<file path="config.mk">
export PLATFORM = sky130hd
export DESIGN_NAME = arc_seq
export DESIGN_NICKNAME = d
export VERILOG_FILES = /design/src/hdl/arc_pkg.sv /design/src/hdl/arc_seq.sv /design/src/hdl/arc_tick.sv
export SDC_FILE = /design/constraint.sdc
export NUM_CORES = 1
export LEC_CHECK = 0
export BUFFER_PORTS_ARGS = -buffer_cell sky130_fd_sc_hd__buf_2
export CAP_MARGIN = 0
export CORE_MARGIN = 8
export CORE_UTILIZATION = 40
export CTS_CLUSTER_SIZE = 24
export DETAILED_ROUTE_END_ITERATION = 8
export PLACE_DENSITY_LB_ADDON = 0.08
export SKIP_LAST_GASP = 1
export SYNTH_ARGS = -nofsm -noshare
export SYNTH_HDL_FRONTEND = slang
export SYNTH_HIERARCHICAL = 1
export SYNTH_SLANG_ARGS = --single-unit
</file>
<file path="constraint.sdc">
create_clock -name core_clk -period 35.8 [get_ports core_clk]
set_input_delay 5.37 -clock core_clk [delete_from_list [all_inputs] [get_ports core_clk]]
set_output_delay 5.37 -clock core_clk [all_outputs]
set_load 0.01 [all_outputs]
</file>
<file path="src/hdl/arc_pkg.sv">
// package of constants and types for the auto reclose sequencer
package arc_pkg;

  // ------------------------------------------------------------
  // bus register map (byte addresses)
  // ------------------------------------------------------------
  localparam logic [7:0] ARC_OFS_CTRL    = 8'h00;
  localparam logic [7:0] ARC_OFS_ACT     = 8'h04;
  localparam logic [7:0] ARC_OFS_MAXST   = 8'h08;
  localparam logic [7:0] ARC_OFS_RECL    = 8'h0C;
  localparam logic [7:0] ARC_OFS_CBTO    = 8'h10;
  localparam logic [7:0] ARC_OFS_DYNBLK  = 8'h14;
  localparam logic [7:0] ARC_OFS_MANCL   = 8'h18;
  localparam logic [7:0] ARC_OFS_CLOSE   = 8'h1C;
  localparam logic [7:0] ARC_OFS_DT1PH   = 8'h20;  // four words, 0x20..0x2C
  localparam logic [7:0] ARC_OFS_DT3PH   = 8'h30;  // four words, 0x30..0x3C
  localparam logic [7:0] ARC_OFS_STATUS  = 8'h40;

  // ------------------------------------------------------------
  // control register fields
  // ------------------------------------------------------------
  localparam int ARC_CTRL_OP_BIT  = 0;
  localparam int ARC_CTRL_SRC_BIT = 1;
  localparam int ARC_CTRL_CYC_LSB = 4;
  localparam int ARC_CTRL_CYC_W   = 3;

  localparam logic [31:0] ARC_CTRL_RESET = 32'h0000_0000;
  localparam int          ARC_TMR_W      = 16;
  localparam logic [15:0] ARC_TMR_RESET  = 16'h0064;   // 100 ms default limit
  localparam logic [2:0]  ARC_MAX_SHOTS  = 3'h4;

  // ------------------------------------------------------------
  // millisecond tick from the 125 MHz clock
  // ------------------------------------------------------------
  localparam int ARC_CLK_HZ     = 125_000_000;
  localparam int ARC_TICK_US    = 1000;
  localparam int ARC_TICK_CYC   = (ARC_CLK_HZ / 1_000_000) * ARC_TICK_US;

  // ------------------------------------------------------------
  // sequencer states
  // ------------------------------------------------------------
  typedef enum logic [2:0] {
    ARC_IDLE    = 3'b000,
    ARC_ACTION  = 3'b001,
    ARC_TRIPPED = 3'b010,
    ARC_DEAD    = 3'b011,
    ARC_CBWAIT  = 3'b100,
    ARC_RECLAIM = 3'b101,
    ARC_DYNBLK  = 3'b110
  } arc_state_t;

endpackage

</file>
<file path="src/hdl/arc_seq.sv">
// auto reclose sequencer with ahb-lite register slave
`timescale 1ns/1ns
module arc_seq
  import arc_pkg::*;
#(
  parameter int TICK_CYC = ARC_TICK_CYC
) (
  input  wire logic        core_clk,
  input  wire logic        rst,
  // ahb-lite slave
  input  wire logic        hsel,
  input  wire logic [7:0]  haddr,
  input  wire logic [1:0]  htrans,
  input  wire logic        hwrite,
  input  wire logic [2:0]  hsize,
  input  wire logic [31:0] hwdata,
  input  wire logic        hready,
  output logic [31:0]      hrdata,
  output logic             hreadyout,
  output logic             hresp,
  // protection and breaker side
  input  wire logic        protection_start_in,
  input  wire logic        reclose_trigger_in,
  input  wire logic        three_phase_trip_in,
  input  wire logic        breaker_open_in,
  input  wire logic        breaker_ready_in,
  input  wire logic        block_in,
  input  wire logic        device_block_in,
  input  wire logic        manual_close_in,
  output logic             close_cmd_out,
  output logic             in_progress_out,
  output logic             dyn_blocked_out
);

  localparam int TW = ARC_TMR_W;

  // ------------------------------------------------------------
  // state record
  // ------------------------------------------------------------
  typedef struct packed {
    // settings
    logic [31:0]        ctrl;
    logic [TW-1:0]      action_time_limit;
    logic [TW-1:0]      start_signal_max_time;
    logic [TW-1:0]      reclaim_time;
    logic [TW-1:0]      breaker_supervision_time;
    logic [TW-1:0]      dynamic_blocking_time;
    logic [TW-1:0]      manual_close_time;
    logic [TW-1:0]      close_pulse_time;
    logic [4*TW-1:0]    dt1ph;
    logic [4*TW-1:0]    dt3ph;
    // bus data phase
    logic               wr_pend;
    logic [7:0]         wr_addr;
    logic [31:0]        rdata;
    // sequencer
    arc_state_t         state;
    logic [2:0]         shot;
    logic               three_ph;
    logic [TW-1:0]      seq_tmr;   // per-state timer
    logic [TW-1:0]      max_tmr;   // start-signal max timer
    logic [TW-1:0]      close_tmr;
    logic [TW-1:0]      man_tmr;
    logic               close_cmd;
    logic               in_prog;
    logic               dyn_blk;
  } arc_seq_st_t;

  arc_seq_st_t st_ff;
  arc_seq_st_t nxt_st;
  logic        tick;

  // ------------------------------------------------------------
  // helpers
  // ------------------------------------------------------------
  // dead-time setting lookup, used for both phase sets
  function automatic logic [TW-1:0] dt_pick(input logic [4*TW-1:0] set, input logic [2:0] shot);
    logic [1:0] idx;
    idx     = shot[1:0] - 2'h1;
    dt_pick = set[idx*TW +: TW];
  endfunction

  // saturating timer step on the ms tick
  function automatic logic [TW-1:0] tmr_step(input logic [TW-1:0] t, input logic tk);
    tmr_step = (tk && t != {TW{1'b1}}) ? t + {{(TW-1){1'b0}}, 1'b1} : t;
  endfunction

  arc_tick #(
    .TICK_CYC (TICK_CYC)
  ) u_tick (
    .core_clk (core_clk),
    .rst      (rst),
    .tick     (tick)
  );

  // ------------------------------------------------------------
  // next state
  // ------------------------------------------------------------
  logic       op_on;
  logic       src_open;
  logic [2:0] cyc_set;
  logic       inhibit;
  logic       addr_ph;
  logic [TW-1:0] dt_now;

  always_comb begin
    nxt_st   = st_ff;
    op_on    = st_ff.ctrl[ARC_CTRL_OP_BIT];
    src_open = st_ff.ctrl[ARC_CTRL_SRC_BIT];
    cyc_set  = st_ff.ctrl[ARC_CTRL_CYC_LSB +: ARC_CTRL_CYC_W];
    if (cyc_set > ARC_MAX_SHOTS) begin
      cyc_set = ARC_MAX_SHOTS;
    end
    dt_now = st_ff.three_ph ? dt_pick(st_ff.dt3ph, st_ff.shot) : dt_pick(st_ff.dt1ph, st_ff.shot);

    // bus: write data phase lands one cycle after the address phase
    addr_ph = hsel && hready && htrans[1];
    nxt_st.wr_pend = addr_ph && hwrite;
    nxt_st.wr_addr = haddr;
    if (st_ff.wr_pend) begin
      case (st_ff.wr_addr)
        ARC_OFS_CTRL:   nxt_st.ctrl = hwdata;
        ARC_OFS_ACT:    nxt_st.action_time_limit = hwdata[TW-1:0];
        ARC_OFS_MAXST:  nxt_st.start_signal_max_time = hwdata[TW-1:0];
        ARC_OFS_RECL:   nxt_st.reclaim_time = hwdata[TW-1:0];
        ARC_OFS_CBTO:   nxt_st.breaker_supervision_time = hwdata[TW-1:0];
        ARC_OFS_DYNBLK: nxt_st.dynamic_blocking_time = hwdata[TW-1:0];
        ARC_OFS_MANCL:  nxt_st.manual_close_time = hwdata[TW-1:0];
        ARC_OFS_CLOSE:  nxt_st.close_pulse_time = hwdata[TW-1:0];
        default: begin
          if (st_ff.wr_addr[7:4] == ARC_OFS_DT1PH[7:4]) begin
            nxt_st.dt1ph[st_ff.wr_addr[3:2]*TW +: TW] = hwdata[TW-1:0];
          end else if (st_ff.wr_addr[7:4] == ARC_OFS_DT3PH[7:4]) begin
            nxt_st.dt3ph[st_ff.wr_addr[3:2]*TW +: TW] = hwdata[TW-1:0];
          end
        end
      endcase
    end
    // read data registered at the address phase; unmapped reads zero
    if (addr_ph && !hwrite) begin
      case (haddr)
        ARC_OFS_CTRL:   nxt_st.rdata = st_ff.ctrl;
        ARC_OFS_ACT:    nxt_st.rdata = 32'(st_ff.action_time_limit);
        ARC_OFS_MAXST:  nxt_st.rdata = 32'(st_ff.start_signal_max_time);
        ARC_OFS_RECL:   nxt_st.rdata = 32'(st_ff.reclaim_time);
        ARC_OFS_CBTO:   nxt_st.rdata = 32'(st_ff.breaker_supervision_time);
        ARC_OFS_DYNBLK: nxt_st.rdata = 32'(st_ff.dynamic_blocking_time);
        ARC_OFS_MANCL:  nxt_st.rdata = 32'(st_ff.manual_close_time);
        ARC_OFS_CLOSE:  nxt_st.rdata = 32'(st_ff.close_pulse_time);
        ARC_OFS_STATUS: nxt_st.rdata = {21'h000000, st_ff.man_tmr != '0, st_ff.three_ph,
                                        st_ff.shot, st_ff.state, st_ff.dyn_blk, st_ff.in_prog,
                                        st_ff.close_cmd};
        default: begin
          if (haddr[7:4] == ARC_OFS_DT1PH[7:4]) begin
            nxt_st.rdata = 32'(st_ff.dt1ph[haddr[3:2]*TW +: TW]);
          end else if (haddr[7:4] == ARC_OFS_DT3PH[7:4]) begin
            nxt_st.rdata = 32'(st_ff.dt3ph[haddr[3:2]*TW +: TW]);
          end else begin
            nxt_st.rdata = 32'h0000_0000;
          end
        end
      endcase
    end

    // manual close hold-off counts down on the tick
    if (manual_close_in) begin
      nxt_st.man_tmr = st_ff.manual_close_time;
    end else if (tick && st_ff.man_tmr != '0) begin
      nxt_st.man_tmr = st_ff.man_tmr - {{(TW-1){1'b0}}, 1'b1};
    end

    // close pulse: timed, dropped at once by any trip
    if (st_ff.close_cmd) begin
      nxt_st.close_tmr = tmr_step(st_ff.close_tmr, tick);
      if (reclose_trigger_in || st_ff.close_tmr >= st_ff.close_pulse_time) begin
        nxt_st.close_cmd = 1'b0;
      end
    end

    nxt_st.seq_tmr = tmr_step(st_ff.seq_tmr, tick);
    nxt_st.max_tmr = tmr_step(st_ff.max_tmr, tick);

    inhibit = !op_on || block_in || device_block_in || cyc_set == 3'h0 || st_ff.man_tmr != '0;

    case (st_ff.state)
      ARC_IDLE: begin
        nxt_st.shot     = 3'h1;
        nxt_st.three_ph = 1'b0;
        nxt_st.seq_tmr  = '0;
        if (reclose_trigger_in) begin
          nxt_st.state   = ARC_TRIPPED;
          nxt_st.in_prog = 1'b1;
          nxt_st.max_tmr = '0;
        end else if (protection_start_in) begin
          nxt_st.state = ARC_ACTION;
        end
      end
      ARC_ACTION: begin
        if (reclose_trigger_in) begin
          nxt_st.state   = ARC_TRIPPED;
          nxt_st.in_prog = 1'b1;
          nxt_st.max_tmr = '0;
          nxt_st.seq_tmr = '0;
        end else if (st_ff.seq_tmr >= st_ff.action_time_limit) begin
          nxt_st.state   = ARC_DYNBLK;
          nxt_st.seq_tmr = '0;
        end else if (!protection_start_in) begin
          nxt_st.state = ARC_IDLE;
        end
      end
      ARC_TRIPPED: begin
        if (three_phase_trip_in) begin
          nxt_st.three_ph = 1'b1;
        end
        nxt_st.seq_tmr = '0;
        if (src_open ? breaker_open_in : !reclose_trigger_in) begin
          nxt_st.state = ARC_DEAD;
        end else if (st_ff.max_tmr >= st_ff.start_signal_max_time) begin
          nxt_st.state = ARC_DYNBLK;
        end
      end
      ARC_DEAD: begin
        if (st_ff.seq_tmr >= dt_now) begin
          nxt_st.state   = ARC_CBWAIT;
          nxt_st.seq_tmr = '0;
        end
      end
      ARC_CBWAIT: begin
        if (breaker_ready_in) begin
          nxt_st.state     = ARC_RECLAIM;
          nxt_st.close_cmd = 1'b1;
          nxt_st.close_tmr = '0;
          nxt_st.seq_tmr   = '0;
        end else if (st_ff.seq_tmr >= st_ff.breaker_supervision_time) begin
          nxt_st.state   = ARC_DYNBLK;
          nxt_st.seq_tmr = '0;
        end
      end
      ARC_RECLAIM: begin
        if (reclose_trigger_in) begin
          nxt_st.close_cmd = 1'b0;
          nxt_st.max_tmr   = '0;
          nxt_st.seq_tmr   = '0;
          if (st_ff.shot >= cyc_set) begin
            nxt_st.state = ARC_DYNBLK;
          end else begin
            nxt_st.shot  = st_ff.shot + 3'h1;
            nxt_st.state = ARC_TRIPPED;
          end
        end else if (st_ff.seq_tmr >= st_ff.reclaim_time) begin
          nxt_st.state   = ARC_IDLE;
          nxt_st.in_prog = 1'b0;
        end
      end
      ARC_DYNBLK: begin
        nxt_st.in_prog   = 1'b0;
        nxt_st.close_cmd = 1'b0;
        if (st_ff.seq_tmr >= st_ff.dynamic_blocking_time) begin
          nxt_st.state = ARC_IDLE;
        end
      end
      default: begin
        nxt_st.state = ARC_IDLE;
      end
    endcase

    // block conditions override everything and drop the sequence
    if (inhibit) begin
      nxt_st.state     = ARC_IDLE;
      nxt_st.in_prog   = 1'b0;
      nxt_st.close_cmd = 1'b0;
    end
    // entering dynamic block ends the run in the same edge, not one later
    if (nxt_st.state == ARC_DYNBLK) begin
      nxt_st.in_prog   = 1'b0;
      nxt_st.close_cmd = 1'b0;
    end
    nxt_st.dyn_blk = (nxt_st.state == ARC_DYNBLK);
  end

  // ------------------------------------------------------------
  // registers
  // ------------------------------------------------------------
  always_ff @(posedge core_clk or posedge rst) begin
    if (rst) begin
      st_ff                          <= '0;
      st_ff.ctrl                     <= ARC_CTRL_RESET;
      st_ff.action_time_limit        <= ARC_TMR_RESET;
      st_ff.start_signal_max_time    <= ARC_TMR_RESET;
      st_ff.reclaim_time             <= ARC_TMR_RESET;
      st_ff.breaker_supervision_time <= ARC_TMR_RESET;
      st_ff.dynamic_blocking_time    <= ARC_TMR_RESET;
      st_ff.manual_close_time        <= ARC_TMR_RESET;
      st_ff.close_pulse_time         <= ARC_TMR_RESET;
      st_ff.dt1ph                    <= {4{ARC_TMR_RESET}};
      st_ff.dt3ph                    <= {4{ARC_TMR_RESET}};
      st_ff.state                    <= ARC_IDLE;
      st_ff.shot                     <= 3'h1;
    end else begin
      st_ff <= nxt_st;
    end
  end

  // outputs straight from flip-flops, hreadyout and hresp tied off; zero-wait, always okay
  assign hrdata          = st_ff.rdata;
  assign hreadyout       = 1'b1;
  assign hresp           = 1'b0;
  assign close_cmd_out   = st_ff.close_cmd;
  assign in_progress_out = st_ff.in_prog;
  assign dyn_blocked_out = st_ff.dyn_blk;

endmodule

</file>
<file path="src/hdl/arc_tick.sv">
// millisecond tick generator for the sequencer timers
`timescale 1ns/1ns
module arc_tick
  import arc_pkg::*;
#(
  parameter int TICK_CYC = ARC_TICK_CYC
) (
  input  wire logic core_clk,
  input  wire logic rst,
  output logic      tick
);

  typedef struct packed {
    logic [31:0] cnt;
    logic        tick;
  } arc_tick_st_t;

  arc_tick_st_t st_ff;
  arc_tick_st_t nxt_st;

  // ------------------------------------------------------------
  // divider
  // ------------------------------------------------------------
  // one-cycle pulse every TICK_CYC clocks
  always_comb begin
    nxt_st      = st_ff;
    nxt_st.tick = 1'b0;
    if (st_ff.cnt == 32'(TICK_CYC - 1)) begin
      nxt_st.cnt  = 32'h0000_0000;
      nxt_st.tick = 1'b1;
    end else begin
      nxt_st.cnt = st_ff.cnt + 32'h0000_0001;
    end
  end

  always_ff @(posedge core_clk or posedge rst) begin
    if (rst) begin
      st_ff <= '0;
    end else begin
      st_ff <= nxt_st;
    end
  end

  assign tick = st_ff.tick;

endmodule

</file>
==> metrics.txt, run 1 <==
final wirelength 68800 um; launch point of the worst hold path u_tick/st_ff[1]$_DFF_PP0_; Max Clk Rate 129 MHz; CTS tree done; total grt overflow 0; Period minus WS final 7.78 ns; antenna-violating nets left 0; vias in the first global route 17375; met3 GRT Util 2.97%; worst path cell trace buf_2 -> nor3_1 -> nand2_1 -> nor3_2 -> buf_4 -> a222oi_1 -> nand2_1 -> o31ai_1 -> o21ai_0; wire length per cell 22.5 um; Hold Crit Class flop to flop; Mapped Avg Cell Area 10.3 um^2; cts bufs inserted 50; drt drc 0; clock sinks 420; RSZ-0062 raised after global routing false; LEAKAGE 11.6 nW; predominant post-synthesis flop cell dfrtp_1; routability congestion estimate from global placement 0.840; Clock Tree Root clkbuf_16; Synth top area share 40.5%; CP peak stage delay 0.95 ns; Tightest Pin Transition 1.23 ns; max_cap viols 0; met1 GRT Util 28.8%; Hold Crit Endpoint u_tick/st_ff[1]$_DFF_PP0_; pre-CTS setup slack 27.43 ns; die area 0.0657 mm^2; number of stages on the worst setup path 9; Starting Density 40.3%; Post-synth top cells nand2_1, dfrtp_1, o21ai_0, mux2_2, ha_1; WHS Path Cells 1; Synth Instances 2238; DP HPWL 47900 um; Synth area leaders dfrtp_1, mux2_2, ha_1; Die H 256 um; pin count of the biggest net entering global routing 132; final slew viol count 0; pwr dens 42.9 mW/mm^2; Comb power frac 7.2%; Core Area 0.0574 mm^2; Crit path max-delay family simple AND/OR/NAND/NOR gates; # IOs 95; Sw Share 24.8%; Max clock buf depth 3; area leader, netlist dfrtp_1; Max VDD drop 0.0329 mV; Initial DRC Count 1227; antenna violations before repair 2; postcts setup bufs 0; Rows 88; Final Hold Fails 0; Horiz. Die Dim 256 um; total track usage 20.9%; Vias 17142; r2r setup slk 31.47 ns; clock power share 46.2%; nets 2440; Post-Syn Nets 2422; worst clock skew 0.0211 ns; cell mode on critical path nand2_1; Post-Syn Area 0.0231 mm^2; count leader, synth nand2_1; crit path launch type input pin; slowest cell on the critical path nor3_2; CTS HTree Levels 2; Buf/Inv on CP 2; CTS resizes 0; gr busiest metal met2; CP Capture Type flop; Critical R2R Launch st_ff[68]$_DFFE_PP1P_; Critical Path AT 8.30 ns; Synth Warn # 6; CP max FO 41; number of distinct library cells after synthesis 71; layout cells sized above 1 21.5%; worst-skew pair later-pin latency 0.60 ns; filler instances 5415; FF-to-FF End in_progress_out$_DFFE_PP0P_; Seq cells post-synth 420; global-route wire length before repair 107000 um; Worst-path clk slew 0.06 ns; switching power 274 uW; Detailed Routing Iterations Pass 1 5; via-per-instance ratio 5.59; part of the power in registers 46.6%; critical path class input pin to flop; setup violators final 0; Hold Buf Count CTS 0; Rel. slew slack 17.8%; P_int 831 uW; asr flop ratio synth 100%; Area growth syn-to-layout 11.6%; I/O Buffers 88; Seq/Total Area, Yosys 45.8%; worst setup margin 28.02 ns; Final Cycle Share 21.7%; critical path data required time 36.32 ns; total negative slack 0 ns; outcome finished clean; GR Util met2 33.7%; Post-synth EDFFs 0; Reg2Reg Depth 12
cell type report:
class | count | area (um^2) | share of cell area (%)
Inverter | 115 | 439 | 1.70
Timing Repair Buffer | 117 | 658 | 2.55
Clock buffer | 82 | 1550 | 6.02
Tap cell | 765 | 957 | 3.72
Sequential cell | 420 | 10600 | 41.0
Antenna cell | 1 | 2.50 | 0.00971
Multi-Input combinational cell | 1552 | 11500 | 44.6
Clock inverter | 12 | 106 | 0.413
power groups by stage:
stage          combinational [mW]  clock, mW  sequential [mW]
6_report                   0.0800      0.510            0.515
5_1_grt                    0.0905      0.545            0.518
4_1_cts                    0.0816      0.526            0.515
3_5_place_dp               0.0813          0            0.523
3_3_place_gp               0.0792          0            0.522
2_1_floorplan              0.0573          0            0.516
sequential cells by signal, summed over array words and instances, names as in the netlist:
signal,flops
u_tick/st_ff,32
dyn_blocked_out,1
u_tick/tick,1
op_on,1
hrdata,32
close_cmd_out,1
st_ff,350
in_progress_out,1
src_open,1
per-stage QoR:
stage / instance area [um^2] / hold slack, ns / utilization, % / instances / power (mW)
after detailed placement: 24100 / 0.459 / 42.0 / 2969 / 0.604
after floorplan: 23100 / 0.425 / - / 2238 / 0.574
final: 25800 / 0.472 / 44.9 / 3064 / 1.11
after global routing: 25800 / 0.488 / 44.9 / 3063 / 1.15
after CTS: 25800 / 0.472 / 44.9 / 3063 / 1.12
after global placement: 24100 / 0.449 / 42.0 / 2969 / 0.601
routing by layer:
layer	part of all wire (%)	wire length, um	up-vias
met5	0.019	13	-
met4	2.9	2020	2
met3	4.3	2980	109
met2	47	32300	358
met1	46	31500	8670
li1	-	-	8003
worst max path at each step:
stage,startpoint,to,slack (ns)
final,haddr[3],hrdata[0]$_DFFE_PP0P_,28.02
after global routing,haddr[3],hrdata[6]$_DFFE_PP0P_,27.80
after CTS,haddr[3],hrdata[6]$_DFFE_PP0P_,28.06
after detailed placement,haddr[3],hrdata[8]$_DFFE_PP0P_,27.43
after global placement,haddr[3],hrdata[8]$_DFFE_PP0P_,27.47
after floorplan,rst,close_cmd_out$_DFF_PP0_,19.75
placed cells by master, fill, tap and decap left out, drive strengths merged, types with 40 or more instances in the layout:
| cell type | count |
|---|---|
| mux4 | 64 |
| nand2 | 393 |
| nor2 | 79 |
| a21oi | 51 |
| xnor2 | 41 |
| buf | 117 |
| inv | 116 |
| xor2 | 40 |
| o21ai | 213 |
| dfstp | 46 |
| ha | 126 |
| a22oi | 67 |
| mux2 | 146 |
| dfrtp | 374 |
| clkbuf | 82 |
kinds of logic (layout without fill, tap and decap cells):
family | after synthesis | count (layout) | share of synthesized area (%)
AO/OA/AOI/OAI | 426 | 426 | 11.3
XOR/XNOR | 81 | 81 | 3.07
AND/OR/NAND/NOR | 690 | 690 | 14.0
buffers and inverters | 266 | 326 | 4.96
flip-flops | 420 | 420 | 45.8
adder cells (fa/ha/maj) | 126 | 126 | 6.83
multiplexers | 227 | 227 | 14.1
other | 2 | 3 | 0.0325
(Power assumes the default switching activity.)
==> inputs of run 2 (changes only) <==
- clock period: 35.8 -> 6.55 ns (I/O delays scaled with it)
==> run 2 against run 1 <==
- non-clock buffer count increased by 5
- via count decreased by 0.16%
- sequential power increased to 5.5 times the previous value
- global-route usage decreased by 0.32 points
- clock-buffer cell count decreased by 7
- first-iteration DRC count decreased by 21%
- die area unchanged
- combinational power increased to 5.5 times the previous value
- critical path type is now flop to flop
- largest cell class unchanged
==> metrics.txt, run 2 (same netlist as run 1, synthesis figures left out) <==
DP HPWL 48100 um (+0.44%); Rel. slew slack 26.2% (+8.4 points); antenna violations before repair 0 (-2); Worst-path clk slew 0.06 ns (about the same); placed inst area 0.0242 mm^2 (+0.22%); r2r setup slk 2.35 ns (-29.12 ns); Comb power frac 7.1% (about the same); ant diodes 0 (-1); cell mode on critical path ha_1; CP peak stage delay 1.00 ns (+0.05 ns); nets 2445 (+0.20%); commonest non-fill, non-tap cells in the layout nand2_1, dfrtp_1, o21ai_0, mux2_2, ha_1; critical path class flop to flop; CP Capture Type flop; via-per-instance ratio 5.58 (-0.19%); outcome finished clean; Detailed Routing Iterations Pass 1 5 (unchanged); CTS HTree Levels 2 (unchanged); total track usage 20.6% (-0.32 points); Clock Tree Root clkbuf_16; cts bufs inserted 50 (unchanged); pwr dens 238 mW/mm^2 (+450%); worst clock skew 0.0172 ns (-0.00391 ns); Die H 256 um (unchanged); final wirelength 68200 um (-0.94%); switching power 1.50 mW (+450%); critical path data required time 7.03 ns (-29.29 ns); pre-CTS setup slack 2.34 ns (-25.10 ns); Final Cycle Share 64.1%; Rows 88 (unchanged); I/O Buffers 88 (unchanged); Max Clk Rate 238 MHz; CTS tree done; crit path launch type flop; cell area after layout 0.0259 mm^2 (+0.45%); Max clock buf depth 3 (unchanged); drt drc 0 (unchanged); Crit path max-delay family compound AO/OA/AOI/OAI gates; Largest register FFs 350 (unchanged); LEAKAGE 11.6 nW (+0.50%); die area 0.0657 mm^2 (unchanged); max_cap viols 0 (unchanged); Vias 17115 (-0.16%); clock sinks 420 (unchanged); vias in the first global route 17487 (+0.64%); layout cells sized above 1 21.8% (+0.33 points); Sw Share 24.3% (-0.45 points); antenna-violating nets left 0 (unchanged); total negative slack 0 ns (unchanged); RSZ-0062 raised after global routing false; Initial DRC Count 973 (-21%); Area growth syn-to-layout 12.1%; Horiz. Die Dim 256 um (unchanged); Hold Buf Count CTS 0 (unchanged); wire length per cell 22.2 um (-0.97%); worst setup margin 2.35 ns (-25.67 ns); Max VDD drop 0.184 mV (+460%); CTS resizes 0 (unchanged); Tightest Pin Transition 1.11 ns (-0.120 ns); commonest non-fill, non-tap cell in the layout nand2_1; part of the power in registers 45.8% (-0.8 points); clock power share 47.1% (+0.9 points); Buf/Inv on CP 1 (-1); Critical Path AT 4.68 ns (-3.62 ns); CP max FO 14 (-66%); Starting Density 40.3% (unchanged); # IOs 95 (unchanged); worst path cell trace ha_1 -> buf_4 -> mux2_2 -> ha_1 -> nand2b_1 -> a2111oi_0 -> o31a_1 -> nand3_1 -> a21oi_1 -> a41oi_2 -> a221oi_1; postcts setup bufs 0 (unchanged); P_int 4.65 mW (+460%); Top reg by flops st_ff; Hold Crit Class input pin to async pin; worst-skew pair later-pin latency 0.59 ns (about the same); setup violators final 0 (unchanged); routability congestion estimate from global placement 0.864 (+2.9%); total grt overflow 0 (unchanged); Core Area 0.0574 mm^2 (unchanged); pin count of the biggest net entering global routing 164 (+24%); slowest cell on the critical path ha_1; Final Hold Fails 0 (unchanged); global-route wire length before repair 106000 um (-1.1%); final slew viol count 0 (unchanged); Period minus WS final 4.20 ns
-- run 2: power by group through the flow --
stage          clock (mW)  sequential, mW  combinational (mW)
3_5_place_dp            0            2.86               0.447
4_1_cts              2.98            2.81               0.449
2_1_floorplan           0            2.82               0.313
5_1_grt              3.08            2.83               0.493
3_3_place_gp            0            2.85               0.435
6_report             2.90            2.81               0.439
-- run 2: stage by stage --
| stage | util (%) | power (mW) | hold WS, ns | instances |
|---|---|---|---|---|
| floorplan | - | 3.14 | 0.425 | 2238 |
| global placement | 42.1 | 3.29 | 0.447 | 2974 |
| detailed placement | 42.1 | 3.31 | 0.450 | 2974 |
| CTS | 45.1 | 6.25 | 0.298 | 3065 |
| global route | 45.1 | 6.40 | 0.308 | 3065 |
| finish | 45.1 | 6.15 | 0.326 | 3065 |
-- run 2: metal layers --
layer,share of wire (%),track usage (%),wire length [um]
met1,46,28.4,31100
met2,47,33.6,32200
met3,4.6,2.48,3120
met4,2.6,6.41,1810
met5,0,0,0
-- run 2: final timing paths --
| check | startpoint | end | cells after the start |
|---|---|---|---|
| min | rst | hrdata[5]$_DFFE_PP0P_ | 2 |
| min in group core_clk | u_tick/st_ff[1]$_DFF_PP0_ | u_tick/st_ff[1]$_DFF_PP0_ | 1 |
| max | st_ff[69]$_DFFE_PP0P_ | in_progress_out$_DFFE_PP0P_ | 11 |
| max in group asynchronous | rst | st_ff[20]$_DFF_PP0_ | 4 |
| min reg2reg | u_tick/st_ff[1]$_DFF_PP0_ | u_tick/st_ff[1]$_DFF_PP0_ | 1 |
| max reg2reg | st_ff[69]$_DFFE_PP0P_ | in_progress_out$_DFFE_PP0P_ | 11 |
-- run 2: cell type report --
cell class / count / area (um^2)
clock buffer: 75 / 1530
inverter: 115 / 435
sequential: 420 / 10600
tap: 765 / 957
multi-input combinational: 1552 / 11500
fill: 5469 / 31500
timing repair buffer: 122 / 708
clock inverter: 16 / 196
